## src/logic/pmu_settings_pkg.sv

```systemverilog
package pmu_settings_pkg;

  // ----------------------------------------------------------------
  // Sizes and clock
  // ----------------------------------------------------------------
  localparam int NUM_BUCKS = 5;
  localparam int NUM_SETTINGS = 15;
  localparam int NVM_BYTES = 16;
  localparam int CLK_MHZ = 20;
  localparam int VOLT_W = 13;
  localparam int DLY_W = 20;

  // ----------------------------------------------------------------
  // Register offsets
  // ----------------------------------------------------------------
  localparam logic [7:0] ADDR_SEQ = 8'h0C;
  localparam logic [7:0] ADDR_SUPPLY = 8'h0D;
  localparam logic [7:0] ADDR_REGULATOR_CONTROL = 8'h0E;
  localparam logic [7:0] ADDR_SETTING_CONTROL = 8'h0F;
  localparam logic [7:0] ADDR_STATUS = 8'h10;
  // Index 0 is regulator one, index 4 is regulator five.
  localparam logic [4:0][3:0] VL_ADDR = {4'h5, 4'h4, 4'h2, 4'h3, 4'h1};
  localparam logic [4:0][3:0] CFG_ADDR = {4'hB, 4'hA, 4'h8, 4'h9, 4'h7};
  localparam logic [4:0][2:0] OFF_BIT = {3'h5, 3'h4, 3'h2, 3'h3, 3'h1};

  // ----------------------------------------------------------------
  // Field positions
  // ----------------------------------------------------------------
  localparam int VL_SEL_BIT = 7;
  localparam int VL_OC_BIT = 6;
  localparam int CFG_PFM_BIT = 7;
  localparam int CFG_ORDER_LSB = 4;
  localparam int CFG_SLEW_LSB = 2;
  localparam int CFG_LS_BIT = 1;
  localparam int CFG_UVM_BIT = 0;
  localparam int SEQ_FIX_BIT = 7;
  localparam int SEQ_STEP_LSB = 5;
  localparam int SEQ_PLACE_LSB = 3;
  localparam int SUP_EXTERNAL_SUPPLY_MASK_BIT = 4;
  localparam int SUP_INTERNAL_SUPPLY_MASK_BIT = 3;
  localparam int SUP_MONITOR_DEGLITCH_LSB = 1;
  localparam int CTRL_DSM_BIT = 7;
  localparam int CTRL_PD_BIT = 6;
  localparam int CTRL_LDO_BIT = 0;
  localparam int SET_BUSY_BIT = 3;
  localparam int SET_SDI_BIT = 2;

  // ----------------------------------------------------------------
  // Reset and factory image, index 0 is offset 0x00
  // ----------------------------------------------------------------
  localparam logic [NUM_SETTINGS-1:0][7:0] FACTORY_IMAGE = {
    8'h40, 8'h00, 8'hA8, 8'h10, 8'h0C, 8'h30, 8'h00, 8'h20,
    8'h00, 8'h00, 8'h00, 8'h00, 8'h00, 8'h00, 8'h00};
  localparam logic [7:0] CHECK_SEED = 8'hA5;

  // ----------------------------------------------------------------
  // Voltages in half-millivolt units; class 0, 1, 2 = regulator 1, 2, 3-5
  // ----------------------------------------------------------------
  localparam logic [2:0][VOLT_W-1:0] VOLT_BASE = {13'h0578, 13'h0BB8, 13'h0708};
  localparam logic [2:0][VOLT_W-1:0] VOLT_STEP = {13'h0032, 13'h004B, 13'h0032};
  localparam logic [2:0][4:0] VOLT_CEIL = {5'h18, 5'h10, 5'h1C};
  localparam logic [2:0][3:0][VOLT_W-1:0] STRAP_VOLT = {
    {13'h0898, 13'h07D0, 13'h07D0, 13'h0898},
    {13'h0E10, 13'h0E10, 13'h0E10, 13'h0E10},
    {13'h0A8C, 13'h0A8C, 13'h0BB8, 13'h0960}};
  localparam logic [10:0] SLEW_STEP = 11'h1F4;

  // ----------------------------------------------------------------
  // Times
  // ----------------------------------------------------------------
  localparam int STEP_UNIT_US = 500;
  localparam int MAIN_BASE_MS = 10;
  localparam int MAIN_STEP_MS = 2;
  localparam int MAIN_FIXED_MS = 8;
  localparam logic [3:0][2:0] MONITOR_DEGLITCH_US = {3'h5, 3'h2, 3'h1, 3'h0};
  localparam int MONITOR_DEGLITCH_MAX_CYC = 5 * CLK_MHZ;

  // ----------------------------------------------------------------
  // Types
  // ----------------------------------------------------------------
  typedef enum logic [1:0] {CMD_NONE, CMD_SAVE, CMD_RESTORE, CMD_FACTORY} store_cmd_t;

  typedef struct packed {
    logic [VOLT_W-1:0] volt_half_mv;
    logic oc_enable;
    logic force_pwm;
    logic [2:0] order;
    logic [10:0] slew_v_per_us;
    logic low_side_off;
    logic uv_fault_en;
    logic off;
  } buck_ctrl_t;

endpackage

```

## src/logic/nvm_store_engine.sv

```systemverilog
module nvm_store_engine #(
  parameter int PROG_CYCLES = 8
) (
  // Clock and reset
  input wire logic i_clk_sys,
  input wire logic i_rst_n,
  input wire logic i_clk_en,
  // Command
  input wire logic i_start,
  input wire pmu_settings_pkg::store_cmd_t i_cmd,
  input wire logic [pmu_settings_pkg::NUM_SETTINGS-1:0][7:0] i_image,
  // Results
  output logic o_busy,
  output logic o_done,
  output logic o_load,
  output logic [pmu_settings_pkg::NUM_SETTINGS-1:0][7:0] o_load_image,
  output logic o_integrity_fault
);
  import pmu_settings_pkg::*;

  typedef enum logic [2:0] {ST_IDLE, ST_WRITE, ST_READ, ST_CHECK, ST_FACTORY} eng_state_t;

  function automatic logic [7:0] checksum(input logic [NUM_SETTINGS-1:0][7:0] img);
    logic [7:0] acc;
    acc = CHECK_SEED;
    for (int i = 0; i < NUM_SETTINGS; i++) begin
      acc = {acc[6:0], acc[7]} ^ img[i];
    end
    return acc;
  endfunction

  // Worked out once at elaboration so that the reset branch loads only a constant.
  localparam logic [7:0] FACTORY_CHECK = checksum(FACTORY_IMAGE);

  eng_state_t state_q;
  store_cmd_t cmd_q;
  logic [NVM_BYTES-1:0][7:0] mem_q;
  logic [NUM_SETTINGS-1:0][7:0] image_q;
  logic [3:0] idx_q;
  logic [15:0] timer_q;
  logic load_q;
  logic done_q;
  logic fault_q;

  wire prog_done = (timer_q == 16'(PROG_CYCLES - 1));
  wire last_idx = (idx_q == 4'(NVM_BYTES - 1));
  wire check_ok = (checksum(image_q) == mem_q[NVM_BYTES-1]);
  wire [7:0] wr_byte = last_idx ? checksum(image_q) : image_q[idx_q];

  // The whole block moves as one image; the check byte fills the spare byte.
  always_ff @(posedge i_clk_sys or negedge i_rst_n) begin
    if (!i_rst_n) begin
      state_q <= ST_IDLE;
      cmd_q <= CMD_NONE;
      mem_q <= {FACTORY_CHECK, FACTORY_IMAGE};
      image_q <= FACTORY_IMAGE;
      idx_q <= 4'h0;
      timer_q <= 16'h0000;
      load_q <= 1'b0;
      done_q <= 1'b0;
      fault_q <= 1'b0;
    end else if (i_clk_en) begin
      load_q <= 1'b0;
      done_q <= 1'b0;
      idx_q <= 4'h0;
      timer_q <= 16'h0000;
      unique case (state_q)
        ST_IDLE: begin
          if (i_start) begin
            cmd_q <= i_cmd;
            image_q <= i_image;
            unique case (i_cmd)
              CMD_SAVE: state_q <= ST_WRITE;
              CMD_RESTORE: state_q <= ST_READ;
              CMD_FACTORY: state_q <= ST_FACTORY;
              CMD_NONE: state_q <= ST_IDLE;
            endcase
          end
        end
        ST_WRITE: begin
          idx_q <= idx_q;
          timer_q <= timer_q + 16'h0001;
          if (prog_done) begin
            mem_q[idx_q] <= wr_byte;
            timer_q <= 16'h0000;
            idx_q <= idx_q + 4'h1;
            if (last_idx) begin
              idx_q <= 4'h0;
              state_q <= ST_READ;
            end
          end
        end
        ST_READ: begin
          image_q[idx_q] <= mem_q[idx_q];
          idx_q <= idx_q + 4'h1;
          if (idx_q == 4'(NUM_SETTINGS - 1)) begin
            idx_q <= 4'h0;
            state_q <= ST_CHECK;
          end
        end
        ST_CHECK: begin
          fault_q <= !check_ok;
          load_q <= check_ok && (cmd_q == CMD_RESTORE);
          done_q <= 1'b1;
          state_q <= ST_IDLE;
        end
        ST_FACTORY: begin
          image_q <= FACTORY_IMAGE;
          fault_q <= 1'b0;
          load_q <= 1'b1;
          done_q <= 1'b1;
          state_q <= ST_IDLE;
        end
      endcase
    end
  end

  assign o_busy = (state_q != ST_IDLE);
  assign o_done = done_q;
  assign o_load = load_q;
  assign o_load_image = image_q;
  assign o_integrity_fault = fault_q;

endmodule

```

## src/logic/pmu_settings_register_bank.sv

```systemverilog
// What this block does
// - Regulator one level_code gives 0.9 V plus 25 mV steps, ceiling 1.6 V.
// - Regulator two level_code gives 1.5 V plus 37.5 mV steps, ceiling 2.1 V.
// - Regulators three to five give 0.7 V plus 25 mV, ceiling 1.3 V.
// - Select bit low uses strap-pin voltage, high uses the level_code.
// - Overcurrent protection is on unless the overcurrent_disable bit is set.
// - Pulse_freq_disable set forces pulse-width operation at light load.
// - Power_up_order sets start position; five through seven start last.
// - Driver_slew codes select 500, 1000, 1500 or 2000 V/us.
// - Low_side_disable set turns off the low-side switch.
// - A set undervoltage mask bit suppresses that undervoltage fault.
// - Step_delay codes select none, 0.5, 1.0 or 2.0 ms between steps.
// - Main_delay_placement puts the main delay nowhere, before reset, before sequence, both.
// - Main_delay is 10 ms plus 2 ms per code, or fixed 8 ms.
// - Monitor_deglitch filters the regulator undervoltage monitors for 0, 1, 2 or 5 us; external and internal supply monitors are not filtered.
// - Deep_sleep bit set enters deep sleep, cleared leaves it.
// - Pull-down always when pulldown_always set, else except in deep sleep.
// - A set regulator_off bit turns its regulator off.
// - Store_busy stays high during store operations; writes are ignored meanwhile.
// - Integrity_fault shows whether the stored settings passed their check.
// - Store_command codes: none, save, restore saved, load factory values.
// - All fifteen setting registers transfer together, never in part.
// - Status shows live fault flags for temperature and each regulator.
module pmu_settings_register_bank #(
  parameter int STEP_UNIT_CYCLES = pmu_settings_pkg::STEP_UNIT_US * pmu_settings_pkg::CLK_MHZ,
  parameter int MS_CYCLES = 1000 * pmu_settings_pkg::CLK_MHZ,
  parameter int PROG_CYCLES = 8
) (
  // Clock and reset
  input wire logic i_clk_sys,
  input wire logic i_reset_n,
  input wire logic i_clk_en,
  // Register port
  input wire logic [7:0] i_reg_addr,
  input wire logic i_reg_wr,
  input wire logic [7:0] i_reg_wdata,
  input wire logic i_reg_rd,
  output logic [7:0] o_reg_rdata,
  output logic o_reg_rvalid,
  // Strap pins and monitors
  input wire logic [1:0] i_strap_pins,
  input wire logic [6:0] i_fault_raw,
  input wire logic [4:0] i_buck_uv,
  input wire logic i_ext_uv,
  input wire logic i_int_uv,
  // Regulator controls
  output pmu_settings_pkg::buck_ctrl_t [4:0] o_buck,
  output logic o_uv_fault,
  output logic o_deep_sleep,
  output logic o_ldo_pulldown,
  output logic o_ldo_off,
  // Sequencer settings
  output logic [pmu_settings_pkg::DLY_W-1:0] o_step_delay_cycles,
  output logic [pmu_settings_pkg::DLY_W-1:0] o_main_delay_cycles,
  output logic o_delay_before_por,
  output logic o_delay_before_seq
);
  import pmu_settings_pkg::*;

  // ----------------------------------------------------------------
  // Reset release
  // ----------------------------------------------------------------
  logic [1:0] rst_sync_q;
  wire rst_n = rst_sync_q[1];

  always_ff @(posedge i_clk_sys or negedge i_reset_n) begin
    if (!i_reset_n) begin
      rst_sync_q <= 2'h0;
    end else begin
      rst_sync_q <= {rst_sync_q[0], 1'b1};
    end
  end

  // ----------------------------------------------------------------
  // Functions
  // ----------------------------------------------------------------
  function automatic logic [VOLT_W-1:0] code_to_volt(input logic [1:0] cls, input logic [4:0] code);
    logic [4:0] c;
    c = (code >= VOLT_CEIL[cls]) ? VOLT_CEIL[cls] : code;
    return VOLT_BASE[cls] + VOLT_W'(VOLT_STEP[cls] * VOLT_W'(c));
  endfunction

  function automatic logic [1:0] volt_class(input int idx);
    return (idx > 1) ? 2'h2 : 2'(idx);
  endfunction

  // ----------------------------------------------------------------
  // Store engine
  // ----------------------------------------------------------------
  logic [NUM_SETTINGS-1:0][7:0] regs_q;
  store_cmd_t cmd_q;
  logic eng_busy;
  logic eng_done;
  logic eng_load;
  logic eng_fault;
  logic [NUM_SETTINGS-1:0][7:0] eng_image;

  wire wr_setting = i_reg_wr && (i_reg_addr < 8'(NUM_SETTINGS));
  wire wr_setting_control = i_reg_wr && (i_reg_addr == ADDR_SETTING_CONTROL);
  wire [1:0] wr_cmd = i_reg_wdata[1:0];
  wire eng_start = wr_setting_control && !eng_busy && (wr_cmd != 2'h0);

  nvm_store_engine #(
    .PROG_CYCLES(PROG_CYCLES)
  ) u_store (
    .i_clk_sys(i_clk_sys),
    .i_rst_n(rst_n),
    .i_clk_en(i_clk_en),
    .i_start(eng_start),
    .i_cmd(store_cmd_t'(wr_cmd)),
    .i_image(regs_q),
    .o_busy(eng_busy),
    .o_done(eng_done),
    .o_load(eng_load),
    .o_load_image(eng_image),
    .o_integrity_fault(eng_fault)
  );

  // ----------------------------------------------------------------
  // Setting registers
  // ----------------------------------------------------------------
  always_ff @(posedge i_clk_sys or negedge rst_n) begin
    if (!rst_n) begin
      regs_q <= FACTORY_IMAGE;
    end else if (i_clk_en) begin
      if (eng_load) begin
        regs_q <= eng_image;
      end else if (wr_setting && !eng_busy) begin
        regs_q[i_reg_addr[3:0]] <= i_reg_wdata;
      end
    end
  end

  // A new command is only taken when idle; the field clears itself when done.
  // A command taken in the cycle the last one ends wins, or the new run would read as idle.
  always_ff @(posedge i_clk_sys or negedge rst_n) begin
    if (!rst_n) begin
      cmd_q <= CMD_NONE;
    end else if (i_clk_en && eng_start) begin
      cmd_q <= store_cmd_t'(wr_cmd);
    end else if (i_clk_en && eng_done) begin
      cmd_q <= CMD_NONE;
    end
  end

  // ----------------------------------------------------------------
  // Strap capture
  // ----------------------------------------------------------------
  // Straps are caught on the first enabled edge after reset release only.
  logic [1:0] strap_q;
  logic strap_taken_q;

  always_ff @(posedge i_clk_sys or negedge rst_n) begin
    if (!rst_n) begin
      strap_q <= 2'h0;
      strap_taken_q <= 1'b0;
    end else if (i_clk_en && !strap_taken_q) begin
      strap_q <= i_strap_pins;
      strap_taken_q <= 1'b1;
    end
  end

  // ----------------------------------------------------------------
  // Regulator decode
  // ----------------------------------------------------------------
  wire [7:0] seq_reg = regs_q[ADDR_SEQ[3:0]];
  wire [7:0] sup_reg = regs_q[ADDR_SUPPLY[3:0]];
  wire [7:0] ctrl_reg = regs_q[ADDR_REGULATOR_CONTROL[3:0]];
  wire [1:0] monitor_deglitch_code = sup_reg[SUP_MONITOR_DEGLITCH_LSB +: 2];
  wire [7:0] monitor_deglitch_limit = 8'(MONITOR_DEGLITCH_US[monitor_deglitch_code] * CLK_MHZ);
  buck_ctrl_t [4:0] buck_d;
  buck_ctrl_t [4:0] buck_q;
  logic [4:0] uv_filt;

  for (genvar g = 0; g < NUM_BUCKS; g++) begin : g_buck
    wire [7:0] vl = regs_q[VL_ADDR[g]];
    wire [7:0] cfg = regs_q[CFG_ADDR[g]];
    logic [7:0] monitor_deglitch_cnt_q;

    wire [VOLT_W-1:0] reg_volt = code_to_volt(volt_class(g), vl[4:0]);
    assign buck_d[g].volt_half_mv = vl[VL_SEL_BIT] ? reg_volt : STRAP_VOLT[volt_class(g)][strap_q];
    assign buck_d[g].oc_enable = !vl[VL_OC_BIT];
    assign buck_d[g].force_pwm = cfg[CFG_PFM_BIT];
    assign buck_d[g].order = cfg[CFG_ORDER_LSB +: 3];
    assign buck_d[g].slew_v_per_us = SLEW_STEP * 11'({1'b0, cfg[CFG_SLEW_LSB +: 2]} + 3'h1);
    assign buck_d[g].low_side_off = cfg[CFG_LS_BIT];
    assign buck_d[g].uv_fault_en = !cfg[CFG_UVM_BIT];
    assign buck_d[g].off = ctrl_reg[OFF_BIT[g]];

    always_ff @(posedge i_clk_sys or negedge rst_n) begin
      if (!rst_n) begin
        monitor_deglitch_cnt_q <= 8'h00;
      end else if (i_clk_en) begin
        if (!i_buck_uv[g]) begin
          monitor_deglitch_cnt_q <= 8'h00;
        end else if (monitor_deglitch_cnt_q < monitor_deglitch_limit) begin
          monitor_deglitch_cnt_q <= monitor_deglitch_cnt_q + 8'h01;
        end
      end
    end
    assign uv_filt[g] = i_buck_uv[g] && (monitor_deglitch_cnt_q >= monitor_deglitch_limit);
  end

  // ----------------------------------------------------------------
  // Sequencer and supply decode
  // ----------------------------------------------------------------
  // step delay
  wire [1:0] step_code = seq_reg[SEQ_STEP_LSB +: 2];
  wire [2:0] step_units = (step_code == 2'h3) ? 3'h4 : {1'b0, step_code};
  wire [DLY_W-1:0] step_d = DLY_W'(STEP_UNIT_CYCLES * int'(step_units));
  wire [DLY_W-1:0] main_d = seq_reg[SEQ_FIX_BIT] ? DLY_W'(MAIN_FIXED_MS * MS_CYCLES) :
                            DLY_W'((MAIN_BASE_MS + MAIN_STEP_MS * int'(seq_reg[2:0])) * MS_CYCLES);
  wire [1:0] place = seq_reg[SEQ_PLACE_LSB +: 2];
  wire [NUM_BUCKS-1:0] uv_en = {buck_d[4].uv_fault_en, buck_d[3].uv_fault_en, buck_d[2].uv_fault_en,
                                buck_d[1].uv_fault_en, buck_d[0].uv_fault_en};
  wire uv_d = |(uv_filt & uv_en) || (i_ext_uv && !sup_reg[SUP_EXTERNAL_SUPPLY_MASK_BIT]) ||
              (i_int_uv && !sup_reg[SUP_INTERNAL_SUPPLY_MASK_BIT]);
  wire deep_sleep = ctrl_reg[CTRL_DSM_BIT];
  wire pulldown_d = ctrl_reg[CTRL_PD_BIT] || !deep_sleep;

  always_ff @(posedge i_clk_sys or negedge rst_n) begin
    if (!rst_n) begin
      buck_q <= '0;
      o_uv_fault <= 1'b0;
      o_deep_sleep <= 1'b0;
      o_ldo_pulldown <= 1'b0;
      o_ldo_off <= 1'b0;
      o_step_delay_cycles <= '0;
      o_main_delay_cycles <= '0;
      o_delay_before_por <= 1'b0;
      o_delay_before_seq <= 1'b0;
    end else if (i_clk_en) begin
      buck_q <= buck_d;
      o_uv_fault <= uv_d;
      o_deep_sleep <= deep_sleep;
      o_ldo_pulldown <= pulldown_d;
      o_ldo_off <= ctrl_reg[CTRL_LDO_BIT];
      o_step_delay_cycles <= step_d;
      o_main_delay_cycles <= main_d;
      o_delay_before_por <= place[0];
      o_delay_before_seq <= place[1];
    end
  end
  assign o_buck = buck_q;

  // ----------------------------------------------------------------
  // Read back
  // ----------------------------------------------------------------
  // busy flag shown
  wire [7:0] setting_control_rd = {4'h0, eng_busy, eng_fault, cmd_q};
  wire [7:0] status_rd = {1'b0, i_fault_raw};
  wire [7:0] rd_mux = (i_reg_addr < 8'(NUM_SETTINGS)) ? regs_q[i_reg_addr[3:0]] :
                      (i_reg_addr == ADDR_SETTING_CONTROL) ? setting_control_rd :
                      (i_reg_addr == ADDR_STATUS) ? status_rd : 8'h00;

  always_ff @(posedge i_clk_sys or negedge rst_n) begin
    if (!rst_n) begin
      o_reg_rdata <= 8'h00;
      o_reg_rvalid <= 1'b0;
    end else if (i_clk_en) begin
      o_reg_rvalid <= i_reg_rd;
      if (i_reg_rd) begin
        o_reg_rdata <= rd_mux;
      end
    end
  end
endmodule

```

## config.mk

```make
export PLATFORM = sky130hd
export DESIGN_NAME = pmu_settings_register_bank
export DESIGN_NICKNAME = d
export VERILOG_FILES = /design/src/logic/pmu_settings_pkg.sv /design/src/logic/nvm_store_engine.sv /design/src/logic/pmu_settings_register_bank.sv
export SDC_FILE = /design/constraint.sdc
export NUM_CORES = 2
export LEC_CHECK = 0
export BUFFER_PORTS_ARGS = -buffer_cell sky130_fd_sc_hd__clkbuf_2
export CAP_MARGIN = 40
export CORE_MARGIN = 5
export CORE_UTILIZATION = 30
export CTS_CLUSTER_DIAMETER = 80
export DETAILED_ROUTE_END_ITERATION = 10
export SYNTH_ARGS = -nofsm -noshare
export SYNTH_HDL_FRONTEND = slang
export SYNTH_SLANG_ARGS = --single-unit
```

## constraint.sdc

```tcl
create_clock -name i_clk_sys -period 34.9 [get_ports i_clk_sys]
set_input_delay 3.49 -clock i_clk_sys [delete_from_list [all_inputs] [get_ports i_clk_sys]]
set_output_delay 3.49 -clock i_clk_sys [all_outputs]
set_load 0.02 [all_outputs]
```

Word-level counts from Yosys, hierarchy flattened:

Index checks and enable logic that the tools add are counted.

* register bits: 644
* word-level logic and storage cells: 333
* input port bits: 37
* output and inout port bits: 215

* add/sub/neg operators: 18
* $lt $le $gt $ge: 22
* equal/unequal tests: 24
* reduce and logical (&&, ||, !) cells: 60
* bitwise gates (word level): 16
* muxes and demuxes: 68
* $mul: 13

Operators by type and width (number)
* 2-to-1 mux 120 bit: 3
* case mux 120 bit (3 select lines): 1
* bitwise mux 120 bit: 2
* 2-to-1 mux 8 bit: 17
* bitwise mux 128 bit: 1
* bitwise XOR 8 bit: 14
* 2-to-1 mux 13 bit: 8
* binary-select mux 8 bit (select 4 bit): 3
* binary-select mux 13 bit (select 2 bit): 3
* demux 8 bit (select 4 bit): 2
* adder 11 x 11 -> 12 bit, first input constant: 4
* multiplier 7 x 3 -> 9 bit, first input constant: 5
* adder 8 x 1 -> 8 bit, second input constant: 5
* greater-or-equal comparator 8 bit: 5
* < comparator 8 bit: 5
* multiplier 5 x 5 -> 10 bit, first input constant: 4
* 2-to-1 mux 16 bit: 2
* greater-or-equal comparator 5 bit, second input constant: 5
* 2-to-1 mux 5 bit: 5
* case mux 3 bit (4 select lines): 2
* 2-to-1 mux 20 bit: 1
* logical AND 1 bit: 18
* 2-to-1 mux 3 bit: 6
* AND reduction 2 bit: 9
* other kinds (44): 91

Longest topological paths before layout:

* word-level depth: 18
* depth in mapped cells: 15
* depth with buffers taken out: 15

Modules after synthesis:

A second synthesis with hierarchy kept.

* cell total of the unflattened synthesis: 3405
* area, all modules: 35385.2 sq um

Modules (own cells, without submodules)
* pmu_settings_register_bank: area each 20362.0 sq um, cells each 1949, instances 1
* nvm_store_engine: area each 15023.2 sq um, cells each 1456, instances 1

Worst setup path before layout:

No wires, ideal clock.

* path type: in2reg
* start: in i_reg_addr[1]
* end: reg o_reg_rdata[2]
* data required time: 34.770 ns
* cell stages on the path: 8
* buffers on the path: 3
* slack: 29.340 ns
* data arrival time: 5.430 ns
* path through: buf_2 -> buf_1 -> buf_2 -> mux4_2 -> mux4_2 -> a21oi_1 -> a2bb2oi_1 -> o21ai_0

* longest elaborated chain between the ends: 4
* elaborated cells between the ends (all ways): 8

Ends and longest elaborated chain
* start, declared: RTL line pmu_settings_register_bank.sv:34 `input wire logic [7:0] i_reg_addr,`
* branches (longest 3 deep; another with < comparator 8 x 4 -> 1 bit)
* 2-to-1 mux 8 bit *: RTL line pmu_settings_register_bank.sv:252 `wire [7:0] rd_mux = (i_reg_addr < 8'(NUM_SETTINGS)) ? regs_q[i_reg_addr[3:0]] :`
* end signal, assigned: RTL line pmu_settings_register_bank.sv:263 `o_reg_rdata <= rd_mux;`
* end, declared: RTL line pmu_settings_register_bank.sv:38 `output logic [7:0] o_reg_rdata,`

Every way passes the cells marked *. The select of a mux whose other input is x is not followed.
A chain may end at the register's enable or synchronous reset.

Worst setup path in the final report:

* start: in i_reg_addr[1]
* end: reg u_store.image_q (netlist bit u_store.o_load_image[95])

* longest elaborated chain between the ends: 6

Ends and longest elaborated chain
* equality test 8 x 4 -> 1 bit: RTL line pmu_settings_register_bank.sv:99 `wire wr_setting_control = i_reg_wr && (i_reg_addr == ADDR_SETTING_CONTROL);`
* logical AND 1 bit: RTL line pmu_settings_register_bank.sv:99
* logical AND 1 bit (2 in a row): RTL line pmu_settings_register_bank.sv:101 `wire eng_start = wr_setting_control && !eng_busy && (wr_cmd != 2'h0);`
* != test 2 bit (no line)
* AND reduction 3 bit (no line)
* end signal, assigned: RTL line nvm_store_engine.sv:71 `image_q <= i_image;`
* end signal, assigned by index: RTL line nvm_store_engine.sv:94 `image_q[idx_q] <= mem_q[idx_q];`
* end, declared: RTL line nvm_store_engine.sv:38 `logic [NUM_SETTINGS-1:0][7:0] image_q;`

Every way passes these cells.

==> qor.yml <==
outcome: "finished, final reports clean"
ys_ff_latch: 620
utilization_pct: 34.4
required_ps: 35370
holdPathStages: 0
cp_num_buf_inv: 2
start_util_pct: 30.2
antenna_left: 0
worst_clock_skew_ps: 36.9
whs_endpoint: "rst_sync_q[1]"
io_buffers: 219
area_growth_pct: 13.9
slew-limit-headroom_pct: 34.6
grtUsageTotal_pct: 18.4
cpMostUsedCell: "and4_1"
slowest_stage: "and3b_2"
synth.cell_area_sq_um: 36100
insertion_delay_ps: 650
die_h_um: 357
rrSetupSlack_ps: 30760
synth_top_area_cell: "dfrtp_1"
ys_dominant_reg_cell: "dfrtp_1"
fillerInstances: 12100
num_vias: 27200
crit_family: "simple AND/OR/NAND/NOR gates"
gp_congestion: 0.970
grt_pass1_vias: 26800
holdWs_ps: 346
routed_via_density: 5.32
cts_resized: 0
layout-drive-gt1-share_pct: 22.5
cts_num_sinks: 620
dp.cells: 4962
syn_inst: 3291
ys_types: 73
clk_path_buf_depth: 3
cp-start-kind: "input port"
drtPass1Iterations: 6
largest_reg_flops: 142
routed_wl_um: 120000
fmaxAchievable_mhz: 157
grt-busiest-layer: "met2"
antenna_found_initial: 8
dieArea_sq_um: 128000
cts_tree: "yes"
worstRegToRegCells: 13
grt_max_degree: 167
period_share_pct: 18.2
grt_first_pass_wirelength_um: 178000
grt_use_met3_pct: 5.49
hp-class: "flip-flop to flip-flop"
die_x_um: 357
power.leakage_nw: 17.8
post-cts-setup-buffer-count: 0
endpoint_kind: "flip-flop"
setup_ws_ps: 28550
yosys_warnings: 0
critPathKind: "input port to flip-flop"
ir_drop_uv: 55.2
place_ws_ps: 28090
root_buffer: "clkbuf_16"
ys_seq_area_share_pct: 43.0
crit_fanout: 44
final_cells: 5103
setup_viol: 0
met2_usage_pct: 28.4
worstPathCellList: "clkbuf_2 -> buf_4 -> and4_1 -> and4_1 -> nor3_1 -> a21oi_1 -> and3b_2 -> o21ai_1 -> o2bb2ai_1"
drc: 0
postSynth.asyncResetShare_pct: 100
post_drt_wl_per_cell_um: 23.5
cts_hold_buffers: 0
nets: 3674
finalHoldViolCount: 0
core_area_sq_um: 120000
htreeDepth: 3
overflow: 0
min_from: "rst_sync_q[0]"
cp.arrival_ps: 6820
reg2reg_to: "o_main_delay_cycles[19]"
slowest_delay_ps: 830
drv_slew: 0
power.density_nw_per_um2: 90.7
layout_min_cycle_time_ps: 6350
tns_ps: 0
rows: 127
clk_pin_slew_ps: 60
ys_top_cells_by_area: "dfrtp_1, ha_1, mux4_2, mux2_2, a21oi_1"
rsz0062_at_grt: "false"
syn_avg_cell_area_sq_um: 11.0
tightest_slew_ps: 980
synth_top_area_share_pct: 40.6
io_pins: 252
cts_buffers: 73
dr.first_iter.drc_count: 2785
r2r-start: "seq_reg[0]"
synth_edf_count: 0
max_cap_viol_count: 0
use_met1_pct: 23.9
post-dp-hpwl_um: 86400
## placed cells by master (no fill, tap or decap), types with 25 or more instances in the layout
| cell | netlist | layout |
|---|---|---|
| a21oi_1 | 226 | 226 |
| a22oi_1 | 92 | 92 |
| a22oi_2 | 60 | 60 |
| and2_1 | 34 | 35 |
| buf_4 | 48 | 45 |
| clkbuf_16 | 0 | 74 |
| clkbuf_2 | 0 | 218 |
| conb_1 | 2 | 33 |
| dfrtp_1 | 586 | 582 |
| dfstp_2 | 34 | 34 |
| ha_1 | 191 | 191 |
| inv_1 | 182 | 182 |
| mux2_2 | 161 | 161 |
| mux2i_1 | 57 | 57 |
| mux4_2 | 86 | 86 |
| nand2_1 | 197 | 197 |
| nand3_1 | 37 | 37 |
| nand4_1 | 25 | 25 |
| nor2_1 | 178 | 178 |
| nor2b_1 | 45 | 39 |
| o21ai_0 | 185 | 180 |
| o22ai_1 | 85 | 85 |
| o2bb2ai_1 | 114 | 114 |
| xnor2_1 | 128 | 128 |
| xor2_1 | 48 | 48 |
## synth_stat cells (20+ instances only)
cell and count:
dfrtp_1 586, a21o_1 24, nand3_1 37, xor2_1 48, a21oi_1 226, buf_6 24
fa_1 20, mux2i_1 57, ha_1 191, buf_4 48, mux2_2 161, xnor3_1 21
o21ai_0 185, a22oi_1 92, nand4_1 25, inv_1 182, xnor2_1 128, mux4_2 86
o22ai_1 85, nand2_1 197, nand2b_1 24, dfstp_2 34, clkbuf_1 135, and2_1 34
nor2b_1 45, o2bb2ai_1 114, a22oi_2 60, nor2_1 178
## worst max-delay path by stage
| stage | startpoint | to | slack, ps | cells past startpoint |
|---|---|---|---|---|
| 6_report | i_reg_addr[1] | u_store.o_load_image[95] | 28550 | 9 |
| 5_1_grt | i_reg_addr[1] | u_store.o_load_image[76] | 28470 | 9 |
| 4_1_cts | i_reg_addr[1] | u_store.o_load_image[94] | 28730 | 9 |
| 3_5_place_dp | i_reg_addr[1] | u_store.o_load_image[90] | 28090 | 9 |
| 3_3_place_gp | i_reg_addr[1] | u_store.o_load_image[94] | 28190 | 9 |
| 2_1_floorplan | rst_sync_q[1] | cmd_q[0] | 16400 | 0 |
## report_power, final
group          total (mW)  switching (mW)  internal (mW)  leakage, nW
sequential           1.16           0.273          0.892         7.77
clock               0.795           0.325          0.471         1.23
combinational        1.77           0.972          0.800         8.83
total                3.73            1.57           2.16         17.8
## logic make-up after synthesis
family          synth area share [%]
compound gates                  16.4
simple gates                    8.14
flops                           43.0
buf+inv                         5.79
mux                             13.3
fa+ha+maj                       7.75
xor+xnor                        5.57
other cells                   0.0208
## stage by stage
| stage | power, mW | instance area [sq um] |
|---|---|---|
| 6_report | 3.73 | 41200 |
| 5_1_grt | 3.95 | 41100 |
| 4_1_cts | 3.74 | 41100 |
| 3_5_place_dp | 2.93 | 38700 |
| 3_3_place_gp | 2.89 | 38300 |
| 2_1_floorplan | 2.40 | 36300 |
## worst register-to-register path, delay by kind of cell (launching register included)
kind / cells / cell delay, ps
AOI/OAI and AO/OA: 4 / 640
adders and majority gates: 6 / 2190
buffers and inverters: 2 / 410
DFF: 1 / 690
and+or+nand+nor: 1 / 70
## metal layers
metal	wire [um]	part of all wire, %
met3	12200	10
met2	53900	45
met4	5660	4.7
met5	16	0.013
met1	48100	40
## cell type report
type	instances	area (sq um)	area share, %
clock buffer	103	2120	5.15
tap	1612	2020	4.90
multi-input combinational	2267	18600	45.3
inverter	183	687	1.67
sequential	620	15600	37.8
clock inverter	29	355	0.863
antenna	8	20.0	0.0486
timing repair buffer	281	1750	4.26
Power figures use the tool's default switching activity.
